==> config.mk <==
export PLATFORM = sky130hd
export DESIGN_NAME = sapseq_top
export DESIGN_NICKNAME = d
export VERILOG_FILES = /design/src/hdl/sapseq_pkg.sv /design/src/hdl/sapseq_top.sv
export SDC_FILE = /design/constraint.sdc
export NUM_CORES = 1
export LEC_CHECK = 0
export ABC_AREA = 1
export BUFFER_PORTS_ARGS = -buffer_cell sky130_fd_sc_hd__buf_2
export CAP_MARGIN = 5
export CORE_UTILIZATION = 51
export CTS_CLUSTER_DIAMETER = 40
export DETAILED_ROUTE_END_ITERATION = 8
export GPL_TIMING_DRIVEN = 0
export PLACE_DENSITY_LB_ADDON = 0.3
export SLEW_MARGIN = 5
export SYNTH_ARGS = -nofsm -noshare
export SYNTH_HDL_FRONTEND = slang
export SYNTH_SLANG_ARGS = --single-unit
==> constraint.sdc <==
create_clock -name core_clk -period 1.5 [get_ports core_clk]
set_input_delay 0.075 -clock core_clk [delete_from_list [all_inputs] [get_ports core_clk]]
set_output_delay 0.075 -clock core_clk [all_outputs]
set_load 0.03 [all_outputs]
==> src/hdl/sapseq_pkg.sv <==
package sapseq_pkg;
  localparam int DATA_W  = 14;
  localparam int BUS_W   = 8;
  localparam int GAIN_W  = 6;
  localparam int OFFS_W  = 8;
  localparam int COLOURS = 3;
  localparam int UPPER_LO = 6;
  localparam int LOWER_W  = 6;
  localparam logic [1:0] CFG_SENSOR_DC = 2'h0;
  localparam logic [1:0] CFG_SENSOR_AC = 2'h1;
  localparam logic [1:0] CFG_CCD       = 2'h2;
  localparam logic [1:0] CFG_ROTATE    = 2'h3;
  localparam logic [1:0] CFG_RST       = CFG_SENSOR_DC;
  localparam logic [GAIN_W-1:0] GAIN_RST = 6'h00;
  localparam logic [OFFS_W-1:0] OFFS_RST = 8'h00;
  localparam logic [1:0] COLOUR_RED  = 2'h0;
  localparam logic [1:0] COLOUR_LAST = 2'h2;
  localparam logic [1:0] BUF_FULL    = 2'h2;
  localparam logic [1:0] LOWER_PAD   = 2'h0;
  typedef enum logic [1:0] {
    PH_IDLE  = 2'b01,
    PH_UPPER = 2'b10
  } sapseq_phase_t;
endpackage

==> src/hdl/sapseq_top.sv <==
`timescale 1ns/10ps
// Behaviour
// - falling conversion clock: sample pixel, start next track, drive upper half
// - rising conversion clock: drive lower half, two bus transfers per pixel
// - converter tracks while conversion clock high, holds and converts while low
// - AC-coupled sensor mode: clamp strobe high ties coupling capacitor to ground
// - CCD mode: clamp strobe high ties coupling capacitor to top ladder reference
// - clamp strobe low: release clamp, sample video against stored black level
// - CCD mode inverts the result so zero input gives zero code
// - DC-coupled mode: zero input gives zero code, referenced to bottom ladder
// - coupling mode chosen only by control registers the host loads
// - external reference mode with internal sensor reference bit clear subtracts external reference, keeps offset trim
// - internal sensor reference bit turns reference pin into bias output
// - rotating mode steps to next colour's gain and offset every line after the first, which stays on red
// - power-up: DC-coupled sensor, internal references, red, unity gain, zero offset
module sapseq_top (
  input  wire logic                             core_clk,
  input  wire logic                             srst,
  input  wire logic                             conversion_clock,
  input  wire logic                             clamp_strobe,
  input  wire logic                             line_sync,
  input  wire logic                             cfg_load,
  input  wire logic                             config_select_high,
  input  wire logic                             config_select_low,
  input  wire logic                             internal_sensor_ref_select,
  input  wire logic                             external_ref_select,
  input  wire logic                             preload_we,
  input  wire logic [1:0]                       preload_colour,
  input  wire logic [sapseq_pkg::GAIN_W-1:0]    preload_gain,
  input  wire logic [sapseq_pkg::OFFS_W-1:0]    preload_offset,
  input  wire logic [sapseq_pkg::DATA_W-1:0]    conv_result,
  input  wire logic                             conv_valid,
  output logic                                  conv_ready,
  input  wire logic                             bus_ready,
  output logic [sapseq_pkg::BUS_W-1:0]          data_bus,
  output logic                                  data_bus_oe_n,
  output logic                                  bus_upper,
  output logic                                  bus_lower,
  output logic                                  adc_track,
  output logic                                  pga_next,
  output logic                                  clamp_to_ground,
  output logic                                  clamp_to_top_ref,
  output logic                                  video_track,
  output logic                                  black_ref_stored,
  output logic                                  bottom_ref_input,
  output logic                                  ext_ref_subtract,
  output logic                                  ext_ref_bias_drive,
  output logic [1:0]                            colour,
  output logic [sapseq_pkg::GAIN_W-1:0]         active_gain,
  output logic [sapseq_pkg::OFFS_W-1:0]         active_offset
);

  typedef struct packed {
    logic [1:0]                                          cfg;
    logic                                                int_ref;
    logic                                                ext_ref;
    logic [sapseq_pkg::COLOURS-1:0][sapseq_pkg::GAIN_W-1:0] gain;
    logic [sapseq_pkg::COLOURS-1:0][sapseq_pkg::OFFS_W-1:0] offs;
    logic [1:0]                                          colour;
    logic                                                first;
    logic                                                ck;
    logic                                                clp;
    logic                                                sync;
    logic [1:0][sapseq_pkg::DATA_W-1:0]                  buff;
    logic                                                wptr;
    logic                                                rptr;
    logic [1:0]                                          cnt;
    logic [sapseq_pkg::LOWER_W-1:0]                      lower;
    sapseq_pkg::sapseq_phase_t                           phase;
    logic [sapseq_pkg::BUS_W-1:0]                        bus;
    logic                                                oe_n;
    logic                                                upper_p;
    logic                                                lower_p;
    logic                                                track;
    logic                                                pga_p;
    logic                                                clamp_gnd;
    logic                                                clamp_top;
    logic                                                video;
    logic                                                black_p;
    logic                                                bottom_ref;
    logic                                                ext_sub;
    logic                                                bias;
    logic [sapseq_pkg::GAIN_W-1:0]                       act_gain;
    logic [sapseq_pkg::OFFS_W-1:0]                       act_offs;
    logic                                                rdy;
  } sapseq_state_t;

  sapseq_state_t q;
  sapseq_state_t d;
  logic          ck_fall;
  logic          ck_rise;
  logic          line_start;
  logic          push;
  logic          pop;
  logic [sapseq_pkg::DATA_W-1:0] head_word;
  logic [1:0]    cfg_new;

  function automatic logic [1:0] next_colour(input logic [1:0] c);
    next_colour = (c == sapseq_pkg::COLOUR_LAST) ? sapseq_pkg::COLOUR_RED : c + 2'h1;
  endfunction

  function automatic logic clamp_mode(input logic [1:0] c);
    clamp_mode = (c == sapseq_pkg::CFG_SENSOR_AC) || (c == sapseq_pkg::CFG_CCD);
  endfunction

  always_comb begin
    d          = q;
    ck_fall    = q.ck & ~conversion_clock;
    ck_rise    = ~q.ck & conversion_clock;
    line_start = line_sync & ~q.sync;
    head_word  = q.buff[q.rptr];
    cfg_new    = {config_select_high, config_select_low};
    d.ck       = conversion_clock;
    d.clp      = clamp_strobe;
    d.sync     = line_sync;
    // per-colour preload from the host
    if (preload_we && preload_colour <= sapseq_pkg::COLOUR_LAST) begin
      d.gain[preload_colour] = preload_gain;
      d.offs[preload_colour] = preload_offset;
    end
    // line-by-line rotation
    if (q.cfg == sapseq_pkg::CFG_ROTATE && line_start) begin
      if (q.first) begin
        d.first = 1'b0;
      end else begin
        d.colour = next_colour(q.colour);
      end
    end
    // configuration load, only path that changes coupling mode
    if (cfg_load) begin
      d.cfg     = cfg_new;
      d.int_ref = internal_sensor_ref_select;
      d.ext_ref = external_ref_select;
      if (cfg_new == sapseq_pkg::CFG_ROTATE && q.cfg != sapseq_pkg::CFG_ROTATE) begin
        d.colour = sapseq_pkg::COLOUR_RED;
        d.first  = 1'b1;
      end
    end
    d.act_gain   = q.gain[q.colour];
    d.act_offs   = q.offs[q.colour];
    d.ext_sub    = q.ext_ref & ~q.int_ref;
    d.bias       = q.int_ref;
    d.bottom_ref = ~clamp_mode(q.cfg);
    d.track      = conversion_clock;
    d.pga_p      = ck_fall;
    d.clamp_gnd  = clamp_strobe & (q.cfg == sapseq_pkg::CFG_SENSOR_AC);
    d.clamp_top  = clamp_strobe & (q.cfg == sapseq_pkg::CFG_CCD);
    d.video      = ~clamp_strobe;
    d.black_p    = q.clp & ~clamp_strobe & clamp_mode(q.cfg);
    d.oe_n       = line_sync;
    d.upper_p    = 1'b0;
    d.lower_p    = 1'b0;
    // two-entry buffer between converter and bus
    push = ck_fall & conv_valid & (q.cnt != sapseq_pkg::BUF_FULL);
    pop  = ck_fall & bus_ready & (q.cnt != 2'h0);
    if (push) begin
      if (q.cfg == sapseq_pkg::CFG_CCD) begin
        d.buff[q.wptr] = ~conv_result;
      end else begin
        d.buff[q.wptr] = conv_result;
      end
      d.wptr = ~q.wptr;
    end
    if (pop) begin
      d.rptr = ~q.rptr;
    end
    d.cnt = q.cnt + {1'b0, push} - {1'b0, pop};
    d.rdy = (d.cnt != sapseq_pkg::BUF_FULL);
    // bus halves
    case (q.phase)
      sapseq_pkg::PH_IDLE: begin
        if (pop) begin
          d.bus     = head_word[sapseq_pkg::DATA_W-1:sapseq_pkg::UPPER_LO];
          d.lower   = head_word[sapseq_pkg::LOWER_W-1:0];
          d.upper_p = 1'b1;
          d.phase   = sapseq_pkg::PH_UPPER;
        end
      end
      sapseq_pkg::PH_UPPER: begin
        if (ck_rise) begin
          d.bus     = {q.lower, sapseq_pkg::LOWER_PAD};
          d.lower_p = 1'b1;
          d.phase   = sapseq_pkg::PH_IDLE;
        end
      end
      default: begin
        d.phase = sapseq_pkg::PH_IDLE;
      end
    endcase
  end

  always_ff @(posedge core_clk) begin
    if (srst) begin
      q            <= '0;
      q.cfg        <= sapseq_pkg::CFG_RST;
      q.gain       <= {sapseq_pkg::COLOURS{sapseq_pkg::GAIN_RST}};
      q.offs       <= {sapseq_pkg::COLOURS{sapseq_pkg::OFFS_RST}};
      q.colour     <= sapseq_pkg::COLOUR_RED;
      q.act_gain   <= sapseq_pkg::GAIN_RST;
      q.act_offs   <= sapseq_pkg::OFFS_RST;
      q.phase      <= sapseq_pkg::PH_IDLE;
      q.oe_n       <= 1'b1;
      q.video      <= 1'b1;
      q.bottom_ref <= 1'b1;
      q.rdy        <= 1'b1;
    end else begin
      q <= d;
    end
  end

  assign conv_ready         = q.rdy;
  assign data_bus           = q.bus;
  assign data_bus_oe_n      = q.oe_n;
  assign bus_upper          = q.upper_p;
  assign bus_lower          = q.lower_p;
  assign adc_track          = q.track;
  assign pga_next           = q.pga_p;
  assign clamp_to_ground    = q.clamp_gnd;
  assign clamp_to_top_ref   = q.clamp_top;
  assign video_track        = q.video;
  assign black_ref_stored   = q.black_p;
  assign bottom_ref_input   = q.bottom_ref;
  assign ext_ref_subtract   = q.ext_sub;
  assign ext_ref_bias_drive = q.bias;
  assign colour             = q.colour;
  assign active_gain        = q.act_gain;
  assign active_offset      = q.act_offs;
endmodule // sapseq_top

======== Yosys cells after proc, flatten, opt, wreduce, memory -nomap -nowiden ========
Index checks and enable logic that the tools add are counted.
storage, ports and cells
  bits in registers ....................... 126
operators by class
  reductions and logical operators ........ 13
  muxes and demuxes ....................... 28
  magnitude comparators ................... 7
  eq/ne operators ......................... 12
  bitwise logic cells ..................... 23
  $add $sub $neg .......................... 3
operator list
  operator                                                               count
  28-bit bitwise mux                                                     2
  14-bit two-way mux                                                     3
  28-bit two-way mux                                                     1
  24-bit bitwise mux                                                     1
  10-bit two-way mux                                                     2
  18-bit bitwise mux                                                     1
  8-bit binary-select mux with 2-bit select                              1
  8-bit demux with 2-bit select                                          1
  8-bit two-way mux                                                      2
  8-bit case mux with 2 select lines                                     1
  14-bit demux with 1-bit select                                         1
  14-bit inverter                                                        1
  1-bit bitwise AND                                                      12
  6-bit binary-select mux with 2-bit select                              1
  6-bit demux with 2-bit select                                          1
  6-bit two-way mux                                                      2
  2-bit == test (second input constant)                                  5
  2-bit != test (second input constant)                                  5
  1-bit inverter                                                         10
  3-bit two-way mux                                                      3
  2-bit by 3-bit < comparator with 1-bit output (second input constant)  2
  1-bit logical AND                                                      5
  2-bit by 1-bit == test with 1-bit output (second input constant)       2
  1-bit by 2-bit < comparator with 1-bit output (second input constant)  2
  other kinds (14)                                                       19

======== Longest topological paths before layout ========
  depth in word-level cells ............... 7
  mapped depth ............................ 9

======== Worst setup path before layout ========
Ideal clock, no wire load.
  path type ............................... flip-flop to flip-flop
  from .................................... register adc_track (netlist name)
  to ...................................... register q[44] in the netlist's numbering
  stages on the path, launching flop included .. 10
  setup time .............................. 0.128 ns
  slack ................................... -0.309 ns
  path buffers ............................ 0
  arrival time ............................ 1.681 ns
  period minus slack after synthesis ...... 1.809 ns
  required time ........................... 1.372 ns
  cell sequence ........................... dfxtp_1 inv_2 nor2_4 nand3_4 xor2_1 ha_1 xor2_1 o21bai_1 nand2_1 nor2_1
RTL lines
  what           RTL line          source
  end, declared  sapseq_top.sv:88  sapseq_state_t q;

==> impl_metrics.py <==
metrics = {
    "cells_and_area": {
        "most-common-layout-cells": "120 x dfxtp_1, 97 x a21oi_1, 84 x buf_2",
        "antennaDiodeCount": 0,
        "layout_commonest_cell": "dfxtp_1",
        "area_growth_pct": 37.6,
        "final_nets": 833,
        "fin_util": 0.726,
        "final_cells": 932,
        "final_area_sq_mm": 0.00713,
        "final_layout_size_suffix_gt1_frac": 0.288,
    },
    "worst_setup_path": {
        "reg2regPathDepth": 9,
        "worstPathCellList": "inv_4 -> nor2_4 -> nand2_2 -> xor2_2 -> ha_2 -> xor2_2 -> nand4_1 -> nand2_1 -> nor2_2",
        "cp_slowest_cell": "dfxtp_4",
        "worstPathRequired_ns": 1.90,
        "arrival_ns": 2.07,
        "crit_path_start_kind": "register",
        "crit_fanout": 3,
        "crit_top_cell": "xor2_2",
        "slowest_delay_ns": 0.35,
        "cp-end-kind": "register",
        "crit_type": "register to register",
    },
    "synth": {
        "ys_ff_latch": 126,
        "synth-edff-count": 0,
        "yosys_most_used_dff": "dfxtp_1",
        "syn_area_sq_mm": 0.00518,
        "synth_fp_nets": 678,
        "avgSynthCellArea_sq_um": 8.21,
        "synth_seq_area_share": 0.487,
        "synthArstFlopShare": 0,
        "synth_cell_types": 38,
        "postSynthCellCount": 631,
        "yosysWarnings": 0,
    },
    "floorplanning": {
        "start_util": 0.527,
        "die_x_um": 103,
        "row_count": 36,
        "coreArea_sq_mm": 0.00982,
        "die_y_um": 103,
        "io_pins": 80,
        "dieArea_sq_mm": 0.0106,
    },
    "route": {
        "wirelength_mm": 14.3,
        "vias": 4920,
        "detail-route-antenna-nets": 0,
        "routed_via_density": 5.28,
        "drt_pass1_iterations": 5,
        "drcViolationCount": 0,
        "drt-initial-drc-count": 309,
        "wl_per_cell_um": 15.3,
    },
    "cts": {
        "clkTransAtPathRegs_ns": 0.06,
        "cts_sinks": 126,
        "cts_buffers": 17,
        "htreeDepth": 4,
        "cts_buffer_depth": 2,
        "clock_latency_ns": 0.53,
        "cts_tree": "yes",
        "root_buffer": "clkbuf_8",
    },
    "global_routing": {
        "gr-total-overflow": 0,
        "grt_usage": 0.264,
        "antenna_found_initial": 0,
        "first_global_vias": 4461,
        "grt_max_degree": 17,
        "grt_pass1_wl_mm": 21.0,
    },
    "placement": {
        "io_buffers": 79,
        "dpl_cell_area_sq_mm": 0.00575,
        "place_inst": 843,
        "hpwl_mm": 8.54,
        "gp_congestion": 0.840,
    },
    "timing": {
        "finalSetupViolations": 11,
        "period_minus_slack_ns": 1.68,
        "slew_headroom": 0.603,
        "rsz0062_at_grt": "true",
        "fin_ws_ns": -0.175,
        "hold_ws_ns": 0.000502,
        "hold_violations": 0,
        "timing.final.crit_share": 1.12,
        "max_freq_mhz": 597,
        "drv_slew": 0,
        "skew_ns": 0.00779,
        "tightest_slew_ns": 0.595,
    },
    "power_and_ir_drop": {
        "p_sw_mw": 1.98,
        "p_sw_frac": 0.237,
        "p_leak_nw": 2.99,
        "ir_drop_v": 0.000600,
        "powerDensity_mw_per_mm2": 1170,
        "p_int_mw": 6.37,
        "pwr-share-seq": 0.421,
        "clkPwrFrac": 0.489,
        "combinationalPowerShare": 0.089,
    },
    "outcome": {
        "outcome": "finished, violations left",
        "violations": "negative setup slack",
    },
    "worst_hold_path": {
        "min_path_cells": 4,
        "min-delay-path-class": "input port to register",
    },
    "run": {
        "drv_cap": 0,
    },
}
-- power by group through the flow --
stage / Sequential, mW / Clock [mW] / Combinational [mW]
floorplan: 3.60 / 0 / 0.372
global placement: 3.58 / 0 / 0.571
detailed placement: 3.59 / 0 / 0.586
CTS: 3.51 / 4.06 / 0.704
global route: 3.53 / 4.24 / 0.814
finish: 3.52 / 4.09 / 0.747
-- cells by family (layout without fill, tap and decap cells) --
| family | Yosys count | in the layout | synth area share |
|---|---|---|---|
| compound gates | 220 | 220 | 0.232 |
| simple gates | 133 | 134 | 0.117 |
| buf+inv | 132 | 299 | 0.127 |
| flops | 126 | 126 | 0.487 |
| fa+ha+maj | 4 | 4 | 0.00967 |
| xor+xnor | 16 | 16 | 0.0271 |
-- cells in the mapped netlist (2+ instances only) --
library cell    n  area (sq um)
inv_1          68           255
or2_2           2          12.5
a21oi_1        97           485
clkbuf_1       20          75.1
buf_2           7          35.0
ha_1            4          50.1
dfxtp_1       126          2520
xnor2_1        14           123
o21ai_0        76           380
buf_8           3          45.0
nand2_2         2          12.5
inv_2           4          15.0
nand4_1         2          12.5
o211ai_1        2          15.0
a21oi_2        21           184
o21ai_2         2          17.5
nor2_1         22          82.6
xor2_1          2          17.5
nor3_1          4          20.0
buf_4          26           195
o21ai_1        19          95.1
nand3_1        17          85.1
or2_1           2          12.5
nand2_1        74           278
nor2_4          2          22.5
-- path summary, 6_finish.rpt --
path | from | to | slack, ns
setup reg to reg | adc_track$_SDFF_PP0_ | q[44]$_SDFF_PP0_ | -0.18
setup / recovery | adc_track$_SDFF_PP0_ | q[44]$_SDFF_PP0_ | -0.18
hold reg to reg | q[76]$_SDFF_PP0_ | black_ref_stored$_SDFF_PP0_ | 0.44
hold / removal | config_select_low | q[78]$_SDFF_PP0_ | 0.0005
-- layout make-up --
cell class	count	area (sq um)
Tap cell	133	166
Clock buffer	22	484
Timing Repair Buffer	136	993
Clock inverter	10	109
Fill cell	719	2690
Sequential cell	126	2530
Buffer	58	404
Inverter	73	277
Multi-Input combinational cell	374	2160
-- metal layers --
| metal | part of all wire | wire length (um) | global-route usage | up-vias |
|---|---|---|---|---|
| met4 | 0.027 | 378 | 0.115 | 0 |
| li1 | - | - | - | 2353 |
| met1 | 0.42 | 5990 | 0.325 | 2298 |
| met2 | 0.48 | 6870 | 0.442 | 227 |
| met5 | 0 | 0 | 0 | - |
| met3 | 0.071 | 1020 | 0.0644 | 42 |
-- timing repair --
item                       in CTS  in global routing
pin swaps                       8                 19
resized for setup              16                 26
cloned                          0                  5
setup endpoints to repair      18                 33
hold endpoints to repair       90                  0
buffers inserted                5                 11
hold buffers                   37                  0
-- critical path, delay by kind of cell (launching register included) --
kind	cells	cell delay, ns
and+or+nand+nor	5	0.59
DFF	1	0.35
buffers and inverters	1	0.04
xor gates and xnor gates	2	0.35
adders and majority gates	1	0.21
-- through the flow --
stage / power, mW / setup TNS, ns / setup WS [ns]
after global placement: 4.15 / -0.384 / -0.178
after CTS: 8.28 / -0.128 / -0.0789
final: 8.35 / -0.382 / -0.175
after global routing: 8.59 / -0.965 / -0.202
after floorplan: 3.97 / -0.210 / -0.108
after detailed placement: 4.17 / -0.789 / -0.269
-- state kept, by name, summed over array words and instances, names as in the netlist, 2 cells and up --
register	cells
colour	2
active_offset	8
data_bus	8
q	88
active_gain	6
Note: power is estimated with default switching activity, not from simulation.
